File: src/hdl/shs_consts.svh
`ifndef SHS_CONSTS_SVH
`define SHS_CONSTS_SVH

// ----------------------------------------------------------------------------
// Clock and delay figures
// ----------------------------------------------------------------------------
`define SHS_CLK_MHZ            100
`define SHS_GOOD_DELAY_MS      200
`define SHS_GOOD_DELAY_CYC     (`SHS_GOOD_DELAY_MS * 1000 * `SHS_CLK_MHZ)
`define SHS_ON_TIME_MS         450
`define SHS_ON_TIME_CYC        (`SHS_ON_TIME_MS * 1000 * `SHS_CLK_MHZ)
`define SHS_SEQ_LIMIT_MS       20
`define SHS_SEQ_LIMIT_CYC      (`SHS_SEQ_LIMIT_MS * 1000 * `SHS_CLK_MHZ)
`define SHS_HOLDUP_MS          16
`define SHS_HOLDUP_CYC         (`SHS_HOLDUP_MS * 1000 * `SHS_CLK_MHZ)
`define SHS_WARN_MS            1
`define SHS_WARN_CYC           (`SHS_WARN_MS * 1000 * `SHS_CLK_MHZ)
`define SHS_OFF_MIN_MS         1000
`define SHS_OFF_MIN_CYC        (`SHS_OFF_MIN_MS * 1000 * `SHS_CLK_MHZ)
`define SHS_DEBOUNCE_US        10000
`define SHS_DEBOUNCE_CYC       (`SHS_DEBOUNCE_US * `SHS_CLK_MHZ)
`define SHS_STBY_DELAY_US      1000
`define SHS_STBY_DELAY_CYC     (`SHS_STBY_DELAY_US * `SHS_CLK_MHZ)

`endif

File: src/hdl/shs_pkg.sv
package shs_pkg;

	typedef struct packed {
		logic p12;
		logic p5;
		logic p3v3;
	} shs_rails_t;

	typedef enum logic [4:0] {
		ST_OFF     = 5'h01,
		ST_RAMP    = 5'h02,
		ST_DELAY   = 5'h04,
		ST_RUN     = 5'h08,
		ST_FAULT   = 5'h10
	} shs_state_t;

endpackage : shs_pkg

File: src/hdl/shs_sequencer.sv
// Notes on behaviour
// - Good only while rails good and energy stored
// - Good drops on rail undervoltage or mains loss
// - Good rises 100..500 ms after regulation
// - Good holds at least 16 ms after mains loss
// - Good falls 1 ms before rails drop; the code leads only on mains loss
// - Low request enables all four main rails; the code has three (p12, p5, p3v3)
// - High or open request keeps rails disabled
// - Standby rail on whenever mains present
// - Undriven request reads as power off
// - Request input is debounced
// - Rails regulate within 500 ms of request
// - Standby up within two seconds of mains
// - Rail ramp between 0.2 and 20 ms
// - 3.3 V follows others within 20 ms
// - Fault clears after fault gone, 1 s off, reassert
// - Outputs held up 17 ms after mains loss
// - Short on main rail latches off
// - Over-voltage on main rail latches off
// - Fan off while request high
`include "shs_consts.svh"
`timescale 1ns/100ps
`default_nettype none

module shs_sequencer
	import shs_pkg::*;
#(
	parameter int unsigned GOOD_DELAY_CYC = `SHS_GOOD_DELAY_CYC,
	parameter int unsigned ON_TIME_CYC    = `SHS_ON_TIME_CYC,
	parameter int unsigned SEQ_LIMIT_CYC  = `SHS_SEQ_LIMIT_CYC,
	parameter int unsigned HOLDUP_CYC     = `SHS_HOLDUP_CYC,
	parameter int unsigned WARN_CYC       = `SHS_WARN_CYC,
	parameter int unsigned OFF_MIN_CYC    = `SHS_OFF_MIN_CYC,
	parameter int unsigned DEBOUNCE_CYC   = `SHS_DEBOUNCE_CYC,
	parameter int unsigned STBY_DELAY_CYC = `SHS_STBY_DELAY_CYC
) (
	// Clock and reset
	input  wire logic       CLOCK,
	input  wire logic       ARST_N,
	// Board request, already pulled up at the pad
	input  wire logic       SUPPLY_ON_REQUEST_N,
	// Mains and rail monitors
	input  wire logic       MAINS_PRESENT,
	input  wire shs_rails_t RAIL_GOOD,
	input  wire shs_rails_t RAIL_SHORT,
	input  wire shs_rails_t RAIL_OVERVOLT,
	// Rail controls
	output logic            MAIN_RAILS_EN,
	output logic            RAIL_3V3_EN,
	output logic            STANDBY_RAIL_EN,
	output logic            FAN_EN,
	// Status
	output logic            SUPPLY_GOOD,
	output logic            FAULT_LATCHED
);

	// ------------------------------------------------------------------------
	// Input synchronisers
	// ------------------------------------------------------------------------
	localparam int SW = 11;
	logic [SW-1:0] sync1_q;
	logic [SW-1:0] sync2_q;
	wire  [SW-1:0] raw_in = {SUPPLY_ON_REQUEST_N, MAINS_PRESENT, RAIL_GOOD, RAIL_SHORT, RAIL_OVERVOLT};

	always_ff @(posedge CLOCK or negedge ARST_N) begin
		if (!ARST_N) begin
			sync1_q <= 11'h400;
			sync2_q <= 11'h400;
		end else begin
			sync1_q <= raw_in;
			sync2_q <= sync1_q;
		end
	end

	wire        req_n_s = sync2_q[10];
	wire        mains_s = sync2_q[9];
	wire [2:0]  good_s  = sync2_q[8:6];
	wire [2:0]  short_s = sync2_q[5:3];
	wire [2:0]  ovp_s   = sync2_q[2:0];
	wire        any_bad = (|short_s) | (|ovp_s);

	// ------------------------------------------------------------------------
	// Request debounce
	// ------------------------------------------------------------------------
	logic        req_q;
	logic [31:0] deb_cnt_q;
	wire         req_raw  = !req_n_s;
	wire         deb_same = (req_raw == req_q);

	always_ff @(posedge CLOCK or negedge ARST_N) begin
		if (!ARST_N) begin
			req_q     <= 1'b0;
			deb_cnt_q <= 32'h0;
		end else if (deb_same) begin
			deb_cnt_q <= 32'h0;
		end else if (deb_cnt_q >= DEBOUNCE_CYC - 1) begin
			req_q     <= req_raw;
			deb_cnt_q <= 32'h0;
		end else begin
			deb_cnt_q <= deb_cnt_q + 32'h1;
		end
	end

	// ------------------------------------------------------------------------
	// Standby start-up
	// ------------------------------------------------------------------------
	logic        stby_ok_q;
	logic [31:0] stby_cnt_q;

	always_ff @(posedge CLOCK or negedge ARST_N) begin
		if (!ARST_N) begin
			stby_ok_q  <= 1'b0;
			stby_cnt_q <= 32'h0;
		end else if (!mains_s) begin
			// Standby rides through the hold-up span so the main rails are not cut early
			stby_cnt_q <= 32'h0;
			if (loss_rails_q)
				stby_ok_q <= 1'b0;
		end else if (stby_cnt_q >= STBY_DELAY_CYC - 1) begin
			stby_ok_q  <= 1'b1;
		end else begin
			stby_cnt_q <= stby_cnt_q + 32'h1;
		end
	end

	// Standby follows mains only; the main request has no say
	assign STANDBY_RAIL_EN = stby_ok_q;

	// ------------------------------------------------------------------------
	// Off-time measure for fault release
	// ------------------------------------------------------------------------
	logic        off_long_q;
	logic [31:0] off_cnt_q;

	always_ff @(posedge CLOCK or negedge ARST_N) begin
		if (!ARST_N) begin
			off_long_q <= 1'b0;
			off_cnt_q  <= 32'h0;
		end else if (req_q) begin
			off_long_q <= 1'b0;
			off_cnt_q  <= 32'h0;
		end else if (off_cnt_q >= OFF_MIN_CYC - 1) begin
			off_long_q <= 1'b1;
		end else begin
			off_cnt_q  <= off_cnt_q + 32'h1;
		end
	end

	// ------------------------------------------------------------------------
	// Mains-loss tracking
	// ------------------------------------------------------------------------
	// Good is dropped at the hold-up mark; rails are kept a further warning
	// interval so good leads the rails down on mains loss.
	logic        loss_good_q;
	logic        loss_rails_q;
	logic [31:0] loss_cnt_q;

	always_ff @(posedge CLOCK or negedge ARST_N) begin
		if (!ARST_N) begin
			loss_good_q  <= 1'b0;
			loss_rails_q <= 1'b0;
			loss_cnt_q   <= 32'h0;
		end else if (mains_s) begin
			loss_good_q  <= 1'b0;
			loss_rails_q <= 1'b0;
			loss_cnt_q   <= 32'h0;
		end else begin
			if (loss_cnt_q >= HOLDUP_CYC - 1)
				loss_good_q <= 1'b1;
			if (loss_cnt_q >= HOLDUP_CYC + WARN_CYC - 1)
				loss_rails_q <= 1'b1;
			if (!loss_rails_q)
				loss_cnt_q <= loss_cnt_q + 32'h1;
		end
	end

	// ------------------------------------------------------------------------
	// Sequencer
	// ------------------------------------------------------------------------
	shs_state_t  st_q;
	shs_state_t  st_d;
	logic [31:0] tmr_q;
	logic [31:0] seq_q;
	logic        good_q;
	logic        v33_en_q;

	wire rails_all   = &good_s;
	wire first_up    = good_s[2] | good_s[1];
	wire power_ok    = stby_ok_q & !loss_rails_q;
	wire seq_expired = first_up & !good_s[0] & (seq_q >= SEQ_LIMIT_CYC);
	wire ramp_late   = (tmr_q >= ON_TIME_CYC);

	always_comb begin
		st_d = st_q;
		unique case (st_q)
			ST_OFF: begin
				if (power_ok && req_q)
					st_d = ST_RAMP;
			end
			ST_RAMP: begin
				if (any_bad || seq_expired || ramp_late)
					st_d = ST_FAULT;
				else if (!req_q || !power_ok)
					st_d = ST_OFF;
				else if (rails_all)
					st_d = ST_DELAY;
			end
			ST_DELAY: begin
				if (any_bad)
					st_d = ST_FAULT;
				else if (!req_q || !power_ok)
					st_d = ST_OFF;
				else if (!rails_all)
					st_d = ST_RAMP;
				else if (tmr_q >= GOOD_DELAY_CYC - 1)
					st_d = ST_RUN;
			end
			ST_RUN: begin
				if (any_bad)
					st_d = ST_FAULT;
				else if (!req_q || !power_ok)
					st_d = ST_OFF;
				else if (!rails_all)
					st_d = ST_FAULT;
			end
			ST_FAULT: begin
				if (!any_bad && off_long_q && req_q)
					st_d = ST_RAMP;
			end
		endcase
	end

	always_ff @(posedge CLOCK or negedge ARST_N) begin
		if (!ARST_N) begin
			st_q <= ST_OFF;
			tmr_q <= 32'h0;
		end else if (!stby_ok_q) begin
			st_q  <= ST_OFF;
			tmr_q <= 32'h0;
		end else begin
			st_q  <= st_d;
			tmr_q <= (st_d != st_q) ? 32'h0 : tmr_q + 32'h1;
		end
	end

	// 3.3 V is enabled only once a higher rail is good, then must follow in time
	always_ff @(posedge CLOCK or negedge ARST_N) begin
		if (!ARST_N) begin
			seq_q    <= 32'h0;
			v33_en_q <= 1'b0;
		end else if (st_d == ST_OFF || st_d == ST_FAULT) begin
			seq_q    <= 32'h0;
			v33_en_q <= 1'b0;
		end else begin
			v33_en_q <= v33_en_q | first_up;
			if (first_up && !good_s[0])
				seq_q <= seq_q + 32'h1;
		end
	end

	// Good is cleared the cycle after a synchronised rail dip or the hold-up mark
	always_ff @(posedge CLOCK or negedge ARST_N) begin
		if (!ARST_N)
			good_q <= 1'b0;
		else
			good_q <= (st_d == ST_RUN) & rails_all & !loss_good_q;
	end

	// ------------------------------------------------------------------------
	// Outputs
	// ------------------------------------------------------------------------
	wire rails_on = (st_q == ST_RAMP) | (st_q == ST_DELAY) | (st_q == ST_RUN);

	// Ramp shaping (0.2 to 20 ms) lives in the analog soft-start
	assign MAIN_RAILS_EN = rails_on;
	assign RAIL_3V3_EN   = rails_on & v33_en_q;
	assign FAN_EN        = rails_on & req_q;
	assign SUPPLY_GOOD   = good_q;
	assign FAULT_LATCHED = (st_q == ST_FAULT);

endmodule : shs_sequencer

`default_nettype wire

File: config.mk
export PLATFORM = sky130hd
export DESIGN_NAME = shs_sequencer
export DESIGN_NICKNAME = d
export VERILOG_FILES = /design/src/hdl/shs_pkg.sv /design/src/hdl/shs_sequencer.sv
export VERILOG_INCLUDE_DIRS = /design/src /design/src/hdl
export SDC_FILE = /design/constraint.sdc
export NUM_CORES = 1
export LEC_CHECK = 0
export BUFFER_PORTS_ARGS = -buffer_cell sky130_fd_sc_hd__buf_2
export CAP_MARGIN = 5
export CORE_ASPECT_RATIO = 1.2
export CORE_MARGIN = 2
export CORE_UTILIZATION = 40
export CTS_CLUSTER_DIAMETER = 50
export DETAILED_ROUTE_END_ITERATION = 7
export PLACE_DENSITY = 0.65
export SLEW_MARGIN = 20
export SYNTH_ARGS = -nofsm -noshare
export SYNTH_HDL_FRONTEND = slang
export SYNTH_SLANG_ARGS = --single-unit
export TNS_END_PERCENT = 20
File: constraint.sdc
create_clock -name CLOCK -period 4.3 [get_ports CLOCK]
set_clock_uncertainty 0.1 [all_clocks]
set_input_delay 0.86 -clock CLOCK [delete_from_list [all_inputs] [get_ports CLOCK]]
set_output_delay 0.86 -clock CLOCK [all_outputs]
set_load 0.01 [all_outputs]
==> flow_results.xml, run 1 <==
<?xml version="1.0" encoding="UTF-8"?>
<metrics>
  <group name="floorplanning">
    <metric name="horizontal_extent_of_the_die" unit="um">156</metric>
    <metric name="chipHeight" unit="um">186</metric>
    <metric name="initial_core_util" unit="%">40.8</metric>
    <metric name="rows" unit="">66</metric>
    <metric name="full_die_area" unit="sq mm">0.0291</metric>
    <metric name="io-pin-count" unit="">19</metric>
    <metric name="fp.coreArea" unit="sq mm">0.0272</metric>
  </group>
  <group name="cells_and_area">
    <metric name="stdcell_area" unit="sq mm">0.0125</metric>
    <metric name="drive_gt1_share" unit="%">11.7</metric>
    <metric name="layout.nets" unit="">1149</metric>
    <metric name="seq_area" unit="sq mm">0.00566</metric>
    <metric name="multiInputGateArea" unit="sq mm">0.00518</metric>
    <metric name="final-instance-count-excl-fill" unit="">1490</metric>
    <metric name="antenna_cells_inserted" unit="">0</metric>
    <metric name="fillerInstances" unit="">2532</metric>
    <metric name="area_growth_from_synthesis_to_layout" unit="%">12.7</metric>
  </group>
  <group name="critical_path">
    <metric name="largest_delay_contributor_family_on_the_critical_path" unit="">flip-flops</metric>
    <metric name="crit_path_start_kind" unit="">flop</metric>
    <metric name="worstPathBufferInverterCount" unit="">2</metric>
    <metric name="critical_path_required" unit="ns">3.34</metric>
    <metric name="critical_path_class" unit="">reg2out</metric>
    <metric name="critical_path.cell_chain" unit="">xor2_1, o211ai_1, inv_1, and2_1, buf_2</metric>
    <metric name="crit_slowest_cell" unit="">sky130_fd_sc_hd__dfrtp_1</metric>
    <metric name="worstPathMaxFanout" unit="">10</metric>
    <metric name="critical_path_arrival" unit="ns">2.07</metric>
    <metric name="worstSetupEndpointType" unit="">output port</metric>
    <metric name="critical-path-max-stage-delay" unit="ns">0.51</metric>
  </group>
  <group name="sta">
    <metric name="max_slew_margin" unit="%">31.0</metric>
    <metric name="final-hold-violation-count" unit="">0</metric>
    <metric name="final_period_minus_worst_setup_slack" unit="ns">3.03</metric>
    <metric name="timing_max_transition_violations_final" unit="">0</metric>
    <metric name="final-setup-viol-count" unit="">0</metric>
    <metric name="fin_crit_sh" unit="%">70.5</metric>
    <metric name="setup_total_negative_slack" unit="ns">0</metric>
    <metric name="fmaxAchievable" unit="MHz">330</metric>
    <metric name="grt_setup_unrepaired" unit="">no</metric>
    <metric name="worst_slew_pin_slew" unit="ns">1.03</metric>
  </group>
  <group name="synthesis">
    <metric name="synth_seq_area_share" unit="%">51.0</metric>
    <metric name="synthTopCellsByCount" unit="">223 x sky130_fd_sc_hd__dfrtp_1, 156 x sky130_fd_sc_hd__nor2_1, 87 x sky130_fd_sc_hd__xor2_1, 80 x sky130_fd_sc_hd__nand2_1, 61 x sky130_fd_sc_hd__nand3_1</metric>
    <metric name="synth-main-ff-cell" unit="">sky130_fd_sc_hd__dfrtp_1</metric>
    <metric name="synth.most_common_cell" unit="">sky130_fd_sc_hd__dfrtp_1</metric>
    <metric name="netlist_instances" unit="">1098</metric>
    <metric name="synth_top_cell_by_area" unit="">sky130_fd_sc_hd__dfrtp_1</metric>
    <metric name="synth_cell_type_count" unit="">75</metric>
    <metric name="yosys.area.top_type_share" unit="%">50.3</metric>
    <metric name="yosys_register_bits" unit="">226</metric>
    <metric name="netlist_area" unit="sq mm">0.0111</metric>
    <metric name="synth-edff-count" unit="">0</metric>
    <metric name="synth.yosys.warnings" unit="">0</metric>
    <metric name="syn_area_per_cell" unit="sq um">10.1</metric>
    <metric name="synth.top_cells.by_area" unit="">sky130_fd_sc_hd__dfrtp_1 50%, sky130_fd_sc_hd__xor2_1 6.9%, sky130_fd_sc_hd__nor2_1 5.3%</metric>
    <metric name="synthArstFlopShare" unit="%">100</metric>
  </group>
  <group name="clocking">
    <metric name="clk_root_buffer_cell" unit="">sky130_fd_sc_hd__clkbuf_16</metric>
    <metric name="cts_htree_levels" unit="">1</metric>
    <metric name="hold_buffers" unit="">0</metric>
    <metric name="cts.sinks" unit="">226</metric>
    <metric name="clock_tree.buffer_depth" unit="">3</metric>
    <metric name="clock_insertion_delay_worst_skew" unit="ns">0.56</metric>
    <metric name="cts_repair_resize_count" unit="">0</metric>
    <metric name="cts_inserted_buffers" unit="">28</metric>
    <metric name="clkTransAtPathRegs" unit="ns">0.06</metric>
    <metric name="postCtsSetupRepairBufs" unit="">0</metric>
    <metric name="tritoncts" unit="">yes</metric>
  </group>
  <group name="place">
    <metric name="dp_hpwl" unit="um">13400</metric>
    <metric name="dpl.cell_count" unit="">1438</metric>
    <metric name="gp_congestion" unit="">0.784</metric>
    <metric name="buffer_ports.inserted" unit="">18</metric>
    <metric name="detailed_place.area" unit="sq mm">0.0115</metric>
  </group>
  <group name="detailed_routing">
    <metric name="route.vias.total" unit="">7793</metric>
    <metric name="drt_iter0_drc" unit="">465</metric>
    <metric name="route.final.wire_length" unit="um">20800</metric>
    <metric name="detail-route-antenna-nets" unit="">0</metric>
    <metric name="route.detailed.vias_per_inst" unit="">5.23</metric>
    <metric name="drt_drc_violations_left" unit="">0</metric>
    <metric name="dr.pass1.iters" unit="">5</metric>
    <metric name="wl_per_cell" unit="um">13.9</metric>
  </group>
  <group name="min_path">
    <metric name="hp-class" unit="">reg2reg</metric>
  </group>
  <group name="grt">
    <metric name="antenna_found_initial" unit="">0</metric>
    <metric name="grt_start_max_net_pins" unit="">94</metric>
    <metric name="grt-ovfl-total" unit="">0</metric>
    <metric name="first_global_vias" unit="">7654</metric>
    <metric name="first_pass_grt_wire_length" unit="um">36000</metric>
    <metric name="track_usage" unit="%">14.5</metric>
  </group>
  <group name="power_and_ir_drop">
    <metric name="post-layout-total-power" unit="mW">4.68</metric>
    <metric name="power_density" unit="mW/mm^2">374</metric>
    <metric name="max-vdd-ir-drop" unit="mV">0.511</metric>
    <metric name="power.static_leakage" unit="nW">5.25</metric>
  </group>
  <group name="outcome">
    <metric name="outcome" unit="">complete, no violations</metric>
  </group>
  <group name="run">
    <metric name="drv_cap" unit="">0</metric>
  </group>
</metrics>
## power breakdown
group          total (mW)  switching, mW  internal (mW)
clock                2.42          0.946           1.47
sequential           2.18         0.0239           2.15
combinational      0.0878         0.0641         0.0236
total                4.68           1.03           3.65
## sequential cells by signal (all words and copies together), names as in the netlist, 5 cells and up
register / count
deb_cnt_q: 32
loss_cnt_q: 32
off_cnt_q: 32
seq_q: 32
st_q: 5
stby_cnt_q: 32
sync1_q: 11
sync2_q: 11
tmr_q: 32
## kinds of logic (layout without fill, tap and decap cells)
kind of cell	Yosys count	count (layout)	share of synthesized area (%)
flops	226	226	51.0
other cells	1	12	0.0338
mux	10	10	0.959
compound gates	143	143	9.56
xor+xnor	129	129	10.3
fa+ha+maj	8	8	0.903
simple gates	523	523	24.5
buf+inv	58	99	2.72
## layer usage
layer  track usage, %  wire [um]  up-vias
met2             23.8       9760      108
li1                 -          -     3885
met1             20.0       9860     3761
met5                0          0        -
met4             4.23        492        0
met3             2.21        670       39
## final cells by class
type / count / share of cell area, %
Timing Repair Buffer: 25 / 1.42
Clock inverter: 21 / 2.01
Tap cell: 340 / 3.40
Inverter: 22 / 0.661
Multi-Input combinational cell: 825 / 41.4
Clock buffer: 31 / 5.78
Sequential cell: 226 / 45.3
## cells in the final DEF (no fill, tap or decap), drive strengths merged, types with 6 or more instances in the layout
master  count
a211oi      6
a21oi      60
and2       37
and3       24
and4       11
buf        25
clkbuf     31
clkinv      9
conb       12
dfrtp     223
ha          8
inv        27
nand2      80
nand3      61
nand4      32
nor2      157
nor2b      14
nor3       31
nor4       36
o211ai      8
o21a        9
o21ai      21
o31ai       7
or3         9
or4         9
xnor2      41
xor2       88
## through the flow
step | setup slack [ns] | hold WS [ns] | util [%]
after global placement | 1.51 | 0.231 | 42.4
after global routing | 1.15 | 0.246 | 46.0
final | 1.27 | 0.221 | 46.0
after CTS | 1.27 | 0.220 | 46.0
after detailed placement | 1.50 | 0.235 | 42.4
after floorplan | 1.94 | 0.231 | -
## final timing paths
path	from	endpoint	slack (ns)	cells after the start
max in group asynchronous	ARST_N	sync1_q[10]$_DFF_PN1_	3.04	2
hold / removal	sync1_q[3]$_DFF_PN0_	sync2_q[3]$_DFF_PN0_	0.22	0
min in group asynchronous	ARST_N	loss_cnt_q[14]$_DFFE_PN0P_	0.24	1
hold reg to reg	sync1_q[3]$_DFF_PN0_	sync2_q[3]$_DFF_PN0_	0.22	0
setup / recovery	st_q[2]$_DFF_PN0_	RAIL_3V3_EN	1.27	5
setup reg to reg	sync2_q[3]$_DFF_PN0_	seq_q[2]$_DFFE_PN0P_	1.42	8
No activity file was read; power rests on OpenSTA's default activity.
==> run 2: changes to the inputs <==
--- a/config.mk
+++ b/config.mk
@@ -13,7 +13,7 @@
 export CORE_UTILIZATION = 40
 export CTS_CLUSTER_DIAMETER = 50
 export DETAILED_ROUTE_END_ITERATION = 7
-export PLACE_DENSITY = 0.65
+export PLACE_DENSITY = 0.67
 export SLEW_MARGIN = 20
 export SYNTH_ARGS = -nofsm -noshare
 export SYNTH_HDL_FRONTEND = slang
==> constraint.sdc (replaced) <==
create_clock -name CLOCK -period 2.5 [get_ports CLOCK]
set_clock_uncertainty 0.1 [all_clocks]
set_input_delay 0.5 -clock CLOCK [delete_from_list [all_inputs] [get_ports CLOCK]]
set_output_delay 0.5 -clock CLOCK [all_outputs]
set_load 0.01 [all_outputs]
==> run 2 against run 1 <==
  * The flow now finishes with violations (negative setup slack)
  * Global-route usage up 0.93 points
  * Highest routed layer unchanged
  * Wire length rose by 11%
  * Final cell count up 5.8%
  * Sequential power grew 72%
  * Register-to-register slack lost 1.5 ns
  * Clock power up 64%
  * Non-clock buffer count up 90
  * Cell area grew 9.4%
  * Combinational power up 130%
  * Critical path depth increased by 5
  * Utilization up 4.3 points
==> flow_results.xml, run 2 (same netlist as run 1, synthesis figures left out) <==
<?xml version="1.0" encoding="UTF-8"?>
<metrics>
  <group name="clocking">
    <metric name="cts_htree_levels" unit="">1</metric>
    <metric name="tritoncts" unit="">yes</metric>
    <metric name="clkTransAtPathRegs" unit="ns">0.06</metric>
    <metric name="cts.sinks" unit="">226</metric>
    <metric name="cts_inserted_buffers" unit="">27</metric>
    <metric name="clock_insertion_delay_worst_skew" unit="ns">0.55</metric>
    <metric name="clk_root_buffer_cell" unit="">sky130_fd_sc_hd__clkbuf_16</metric>
    <metric name="clock_tree.buffer_depth" unit="">3</metric>
  </group>
  <group name="sta">
    <metric name="worst_slew_pin_slew" unit="ns">0.652</metric>
    <metric name="max_slew_margin" unit="%">56.5</metric>
    <metric name="timing_max_transition_violations_final" unit="">0</metric>
    <metric name="fmaxAchievable" unit="MHz">393</metric>
    <metric name="final-hold-violation-count" unit="">0</metric>
    <metric name="grt_setup_unrepaired" unit="">yes</metric>
    <metric name="fin_crit_sh" unit="%">102</metric>
    <metric name="final_period_minus_worst_setup_slack" unit="ns">2.54</metric>
    <metric name="final-setup-viol-count" unit="">27</metric>
    <metric name="setup_ws" unit="ns">-0.0439</metric>
  </group>
  <group name="run">
    <metric name="drv_cap" unit="">0</metric>
  </group>
  <group name="floorplanning">
    <metric name="horizontal_extent_of_the_die" unit="um">156</metric>
    <metric name="rows" unit="">66</metric>
    <metric name="full_die_area" unit="sq mm">0.0291</metric>
    <metric name="io-pin-count" unit="">19</metric>
    <metric name="chipHeight" unit="um">186</metric>
    <metric name="fp.coreArea" unit="sq mm">0.0272</metric>
    <metric name="initial_core_util" unit="%">40.8</metric>
  </group>
  <group name="critical_path">
    <metric name="critical_path_class" unit="">reg2reg</metric>
    <metric name="crit_path_start_kind" unit="">flop</metric>
    <metric name="worstPathMaxFanout" unit="">16</metric>
    <metric name="worstReg2RegStart" unit="">sync2_q[1]$_DFF_PN0_</metric>
    <metric name="critical_path_required" unit="ns">2.88</metric>
    <metric name="worstSetupEndpointType" unit="">flop</metric>
    <metric name="critPathLaunch" unit="">sync2_q[1]$_DFF_PN0_</metric>
    <metric name="critical_path_arrival" unit="ns">2.92</metric>
  </group>
  <group name="place">
    <metric name="pre_cts_ws" unit="ns">-0.0308</metric>
    <metric name="dp_hpwl" unit="um">14600</metric>
    <metric name="dpl.cell_count" unit="">1496</metric>
    <metric name="detailed_place.area" unit="sq mm">0.0120</metric>
    <metric name="gp_congestion" unit="">0.884</metric>
    <metric name="buffer_ports.inserted" unit="">18</metric>
  </group>
  <group name="cells_and_area">
    <metric name="final_cell_mix" unit="">218 x sky130_fd_sc_hd__dfrtp_1, 138 x sky130_fd_sc_hd__nor2_1, 86 x sky130_fd_sc_hd__xor2_1</metric>
    <metric name="drive_gt1_share" unit="%">20.9</metric>
    <metric name="antenna_cells_inserted" unit="">0</metric>
    <metric name="layout.nets" unit="">1238</metric>
    <metric name="final_common_cell" unit="">sky130_fd_sc_hd__dfrtp_1</metric>
    <metric name="final-instance-count-excl-fill" unit="">1577</metric>
    <metric name="stdcell_area" unit="sq mm">0.0137</metric>
    <metric name="fillerInstances" unit="">2402</metric>
    <metric name="area_growth_from_synthesis_to_layout" unit="%">23.3</metric>
  </group>
  <group name="grt">
    <metric name="track_usage" unit="%">15.5</metric>
    <metric name="first_global_vias" unit="">8144</metric>
    <metric name="first_pass_grt_wire_length" unit="um">38300</metric>
    <metric name="grt_start_max_net_pins" unit="">62</metric>
    <metric name="grt-ovfl-total" unit="">0</metric>
    <metric name="antenna_found_initial" unit="">0</metric>
  </group>
  <group name="power_and_ir_drop">
    <metric name="power_density" unit="mW/mm^2">577</metric>
    <metric name="max-vdd-ir-drop" unit="mV">0.489</metric>
    <metric name="power.static_leakage" unit="nW">5.83</metric>
  </group>
  <group name="min_path">
    <metric name="hp-class" unit="">reg2reg</metric>
    <metric name="hp-start" unit="">sync1_q[0]$_DFF_PN0_</metric>
  </group>
  <group name="detailed_routing">
    <metric name="detail-route-antenna-nets" unit="">0</metric>
    <metric name="wl_per_cell" unit="um">14.6</metric>
    <metric name="drt_iter0_drc" unit="">352</metric>
    <metric name="dr.pass1.iters" unit="">5</metric>
    <metric name="drt_drc_violations_left" unit="">0</metric>
    <metric name="route.final.wire_length" unit="um">23000</metric>
    <metric name="route.vias.total" unit="">8311</metric>
    <metric name="route.detailed.vias_per_inst" unit="">5.27</metric>
  </group>
  <group name="outcome">
    <metric name="violations_in_the_final_reports" unit="">negative setup slack</metric>
    <metric name="outcome" unit="">finished, violations left</metric>
  </group>
</metrics>
[run 2: cell count changes in the layout (fill, tap and decap cells not counted), sizes merged]
cell | before | now
clkinv | 9 | 8
clkinvlp | 3 | 5
buf | 25 | 97
inv | 27 | 25
bufinv | 4 | 2
clkbuf | 31 | 37
dlygate4sd3 | 0 | 12
[run 2: layer usage]
| metal | global-route usage [%] | vias up | routed length (um) |
|---|---|---|---|
| li1 | - | 4056 | - |
| met1 | 20.9 | 4101 | 10500 |
| met2 | 25.9 | 115 | 11300 |
| met3 | 2.53 | 39 | 746 |
| met4 | 3.95 | 0 | 456 |
| met5 | 0 | - | 0 |
[run 2: per-stage QoR]
| step | setup TNS, ns | hold WS (ns) | power, mW | util, % |
|---|---|---|---|---|
| 2_1_floorplan | 0 | 0.104 | 3.85 | - |
| 3_3_place_gp | 0 | 0.235 | 3.98 | 44.3 |
| 3_5_place_dp | -0.212 | 0.235 | 3.99 | 44.3 |
| 4_1_cts | -0.00901 | 0.249 | 8.01 | 48.3 |
| 5_1_grt | -7.51 | 0.250 | 8.22 | 50.3 |
| 6_report | -0.640 | 0.246 | 7.89 | 50.3 |
[run 2: area by class of cell]
cell class	instances	area [sq um]	share of cell area, %
clock inverter	18	196	1.44
sequential	226	5670	41.4
timing repair buffer	115	1120	8.21
clock buffer	31	731	5.34
multi-input combinational	825	5450	39.9
tap	340	425	3.11
inverter	22	82.6	0.604
[run 2: what timing repair did]
item,in CTS,in global routing
endpoints found under the setup margin,65,113
hold buffers,12,0
endpoints found under the hold margin,66,0
resized for setup,9,72
pin swaps,1,38
gates cloned,0,9
buffers inserted,1,10
[run 2: worst max-delay path, cell delays in order (launching register included)]
cell and delay, ns:
sky130_fd_sc_hd__dfrtp_1 0.39, sky130_fd_sc_hd__nor4_4 0.38, sky130_fd_sc_hd__o211ai_1 0.16, sky130_fd_sc_hd__a211oi_2 0.32
sky130_fd_sc_hd__buf_4 0.18, sky130_fd_sc_hd__nand4_1 0.09, sky130_fd_sc_hd__a32oi_1 0.28, sky130_fd_sc_hd__o211ai_2 0.14
sky130_fd_sc_hd__buf_6 0.16, sky130_fd_sc_hd__clkbuf_16 0.18, sky130_fd_sc_hd__nor2_1 0.11
[run 2: path summary, 6_finish.rpt]
check | to | slack (ns) | cells after the start
min in group asynchronous | loss_cnt_q[3]$_DFFE_PN0P_ | 0.37 | 2
max reg2reg | tmr_q[21]$_DFF_PN0_ | -0.04 | 10
min | sync2_q[0]$_DFF_PN0_ | 0.25 | 0
max in group asynchronous | st_q[0]$_DFF_PN1_ | 1.20 | 3
min reg2reg | sync2_q[0]$_DFF_PN0_ | 0.25 | 0
max | tmr_q[21]$_DFF_PN0_ | -0.04 | 10
[run 2: power breakdown]
| part | switching (mW) | leakage [nW] | total (mW) | internal, mW |
|---|---|---|---|---|
| sequential | 0.0354 | 3.06 | 3.74 | 3.70 |
| combinational | 0.127 | 2.33 | 0.198 | 0.0709 |
| clock | 1.62 | 0.443 | 3.96 | 2.34 |
| total | 1.78 | 5.83 | 7.89 | 6.11 |
==> run 3: changes to the inputs <==
--- a/config.mk
+++ b/config.mk
@@ -12,8 +12,10 @@
 export CORE_MARGIN = 2
 export CORE_UTILIZATION = 40
 export CTS_CLUSTER_DIAMETER = 50
+export CTS_CLUSTER_SIZE = 20
 export DETAILED_ROUTE_END_ITERATION = 7
-export PLACE_DENSITY = 0.67
+export PLACE_DENSITY_LB_ADDON = 0.1
+export SETUP_SLACK_MARGIN = 0.2
 export SLEW_MARGIN = 20
 export SYNTH_ARGS = -nofsm -noshare
 export SYNTH_HDL_FRONTEND = slang
==> run 3 against run 2 <==
  * The flow now finishes without violations
  * Global-route usage up 0.25 points
  * Critical path depth unchanged
  * Sequential power about the same
  * Wire length up 0.43%
  * Combinational power up 9%
  * First-iteration DRC count up 13%
  * Sequential cell count unchanged
  * Sequential share of layout area down 0.88 points
  * Cell area up 2.2%
  * Setup slack better by 0.080 ns
  * Highest routed layer unchanged
==> flow_results.xml, run 3 (same netlist as run 1, synthesis figures left out) <==
<?xml version="1.0" encoding="UTF-8"?>
<metrics>
  <group name="critical_path">
    <metric name="crit_path_start_kind" unit="">flop</metric>
    <metric name="critical_path_class" unit="">reg2reg</metric>
    <metric name="critical_path_required" unit="ns">2.84</metric>
    <metric name="worstSetupEndpointType" unit="">flop</metric>
    <metric name="crit_slowest_cell" unit="">sky130_fd_sc_hd__dfrtp_2</metric>
    <metric name="critical_path_arrival" unit="ns">2.80</metric>
    <metric name="critical-path-max-stage-delay" unit="ns">0.45</metric>
    <metric name="worstPathBufferInverterCount" unit="">3</metric>
    <metric name="worstPathMaxFanout" unit="">8</metric>
    <metric name="largest_delay_contributor_family_on_the_critical_path" unit="">simple AND/OR/NAND/NOR gates</metric>
    <metric name="critical_path.cell_chain" unit="">buf_4, nor4b_4, a211oi_2, or2_4, or2_1, o21ai_2, nor4b_4, buf_4, clkbuf_16, a21oi_2</metric>
  </group>
  <group name="grt">
    <metric name="grt-ovfl-total" unit="">0</metric>
    <metric name="first_global_vias" unit="">8164</metric>
    <metric name="grt_start_max_net_pins" unit="">70</metric>
    <metric name="first_pass_grt_wire_length" unit="um">38800</metric>
    <metric name="track_usage" unit="%">15.7</metric>
    <metric name="antenna_found_initial" unit="">0</metric>
  </group>
  <group name="power_and_ir_drop">
    <metric name="power_density" unit="mW/mm^2">570</metric>
    <metric name="power.static_leakage" unit="nW">5.94</metric>
    <metric name="power.share.switching" unit="%">24.7</metric>
    <metric name="max-vdd-ir-drop" unit="mV">0.510</metric>
    <metric name="combPwrFrac" unit="%">2.7</metric>
    <metric name="clkPwrFrac" unit="%">50.6</metric>
    <metric name="post-layout-total-power" unit="mW">7.97</metric>
    <metric name="netSwitchingPower" unit="mW">1.96</metric>
    <metric name="pwr-share-seq" unit="%">46.7</metric>
    <metric name="cellInternalPower" unit="mW">6.00</metric>
  </group>
  <group name="cells_and_area">
    <metric name="drive_gt1_share" unit="%">24.3</metric>
    <metric name="final_cell_mix" unit="">218 x sky130_fd_sc_hd__dfrtp_1, 150 x sky130_fd_sc_hd__nor2_1, 87 x sky130_fd_sc_hd__xor2_1</metric>
    <metric name="antenna_cells_inserted" unit="">0</metric>
    <metric name="layout.nets" unit="">1262</metric>
    <metric name="final-instance-count-excl-fill" unit="">1603</metric>
    <metric name="final_common_cell" unit="">sky130_fd_sc_hd__dfrtp_1</metric>
    <metric name="area_growth_from_synthesis_to_layout" unit="%">26.0</metric>
  </group>
  <group name="clocking">
    <metric name="clock_tree.buffer_depth" unit="">3</metric>
    <metric name="clk_root_buffer_cell" unit="">sky130_fd_sc_hd__clkbuf_16</metric>
    <metric name="clkTransAtPathRegs" unit="ns">0.06</metric>
    <metric name="cts_inserted_buffers" unit="">29</metric>
    <metric name="cts_htree_levels" unit="">1</metric>
    <metric name="cts.sinks" unit="">226</metric>
    <metric name="tritoncts" unit="">yes</metric>
    <metric name="clock_insertion_delay_worst_skew" unit="ns">0.56</metric>
  </group>
  <group name="run">
    <metric name="drv_cap" unit="">0</metric>
  </group>
  <group name="outcome">
    <metric name="outcome" unit="">complete, no violations</metric>
  </group>
  <group name="detailed_routing">
    <metric name="route.vias.total" unit="">8240</metric>
    <metric name="detail-route-antenna-nets" unit="">0</metric>
    <metric name="drt_iter0_drc" unit="">398</metric>
    <metric name="drt_drc_violations_left" unit="">0</metric>
    <metric name="dr.pass1.iters" unit="">4</metric>
    <metric name="route.detailed.vias_per_inst" unit="">5.14</metric>
    <metric name="route.final.wire_length" unit="um">23100</metric>
    <metric name="wl_per_cell" unit="um">14.4</metric>
  </group>
  <group name="floorplanning">
    <metric name="full_die_area" unit="sq mm">0.0291</metric>
    <metric name="chipHeight" unit="um">186</metric>
    <metric name="fp.coreArea" unit="sq mm">0.0272</metric>
    <metric name="rows" unit="">66</metric>
    <metric name="initial_core_util" unit="%">40.8</metric>
    <metric name="io-pin-count" unit="">19</metric>
    <metric name="horizontal_extent_of_the_die" unit="um">156</metric>
  </group>
  <group name="place">
    <metric name="gp_congestion" unit="">0.790</metric>
    <metric name="dp_hpwl" unit="um">14900</metric>
    <metric name="buffer_ports.inserted" unit="">18</metric>
    <metric name="dpl.cell_count" unit="">1515</metric>
  </group>
  <group name="sta">
    <metric name="grt_setup_unrepaired" unit="">yes</metric>
    <metric name="max_slew_margin" unit="%">57.8</metric>
    <metric name="worst_slew_pin_slew" unit="ns">0.633</metric>
    <metric name="timing_max_transition_violations_final" unit="">0</metric>
    <metric name="fmaxAchievable" unit="MHz">406</metric>
    <metric name="fin_crit_sh" unit="%">98.5</metric>
    <metric name="setup_total_negative_slack" unit="ns">0</metric>
    <metric name="final_period_minus_worst_setup_slack" unit="ns">2.46</metric>
    <metric name="final-setup-viol-count" unit="">0</metric>
    <metric name="final-hold-violation-count" unit="">0</metric>
  </group>
  <group name="min_path">
    <metric name="hp-class" unit="">reg2reg</metric>
  </group>
</metrics>
## run 3: changes by cell type in the layout (fill, tap and decap cells not counted), sizes merged
cell,change
buf,+24
bufinv,-2
clkbuf,-2
clkinv,+1
inv,+5
## run 3: repair_timing
item / in CTS / in global routing
gates resized for setup: 36 / 67
buffers inserted: 5 / 13
hold buffers: 12 / 0
endpoints found under the hold margin: 45 / 0
endpoints found under the setup margin: 124 / 130
gates cloned: 0 / 5
pin swaps: 29 / 51
## run 3: path summary, 6_finish.rpt
path,startpoint,end,slack (ns),cells after the start
hold reg to reg,sync1_q[2]$_DFF_PN0_,sync2_q[2]$_DFF_PN0_,0.24,0
max in group asynchronous,ARST_N,st_q[1]$_DFF_PN0_,1.29,3
min in group asynchronous,ARST_N,off_cnt_q[11]$_DFFE_PN0P_,0.31,2
hold / removal,sync1_q[2]$_DFF_PN0_,sync2_q[2]$_DFF_PN0_,0.24,0
setup / recovery,st_q[2]$_DFF_PN0_,seq_q[4]$_DFFE_PN0P_,0.04,10
setup reg to reg,st_q[2]$_DFF_PN0_,seq_q[4]$_DFFE_PN0P_,0.04,10
## run 3: stage by stage
step           area, sq um  worst slack [ns]  utilization, %  hold slack [ns]
6_report             14000            0.0365            51.4            0.240
5_1_grt              14000            -0.101            51.4            0.255
4_1_cts              13400            0.0237            49.5            0.241
3_5_place_dp         12200           -0.0345            44.9            0.235
3_3_place_gp         12200           0.00612            44.9            0.233
2_1_floorplan        11100             0.184               -            0.104
## run 3: metal layers
layer / up-vias / part of all wire [%] / track usage, %
met2: 104 / 48 / 26.4
met3: 50 / 3.2 / 2.58
li1: 4107 / - / -
met5: - / 0 / 0
met4: 0 / 2.9 / 5.22
met1: 3979 / 46 / 20.7
## run 3: area by class of cell
type / instances / area [sq um]
repair buffers: 137 / 1250
inverters: 22 / 86.3
flip-flops and latches: 226 / 5670
fillers: 2446 / 13200
clock buffers: 31 / 733
well taps: 340 / 425
multi-input cells: 825 / 5590
clock inverters: 22 / 223
## run 3: power groups by stage
stage / registers (mW) / clock network (mW) / logic, mW
after detailed placement: 3.79 / 0 / 0.200
after global routing: 3.73 / 4.35 / 0.250
after floorplan: 3.79 / 0 / 0.0630
after CTS: 3.72 / 4.18 / 0.219
final: 3.72 / 4.03 / 0.216
after global placement: 3.79 / 0 / 0.200
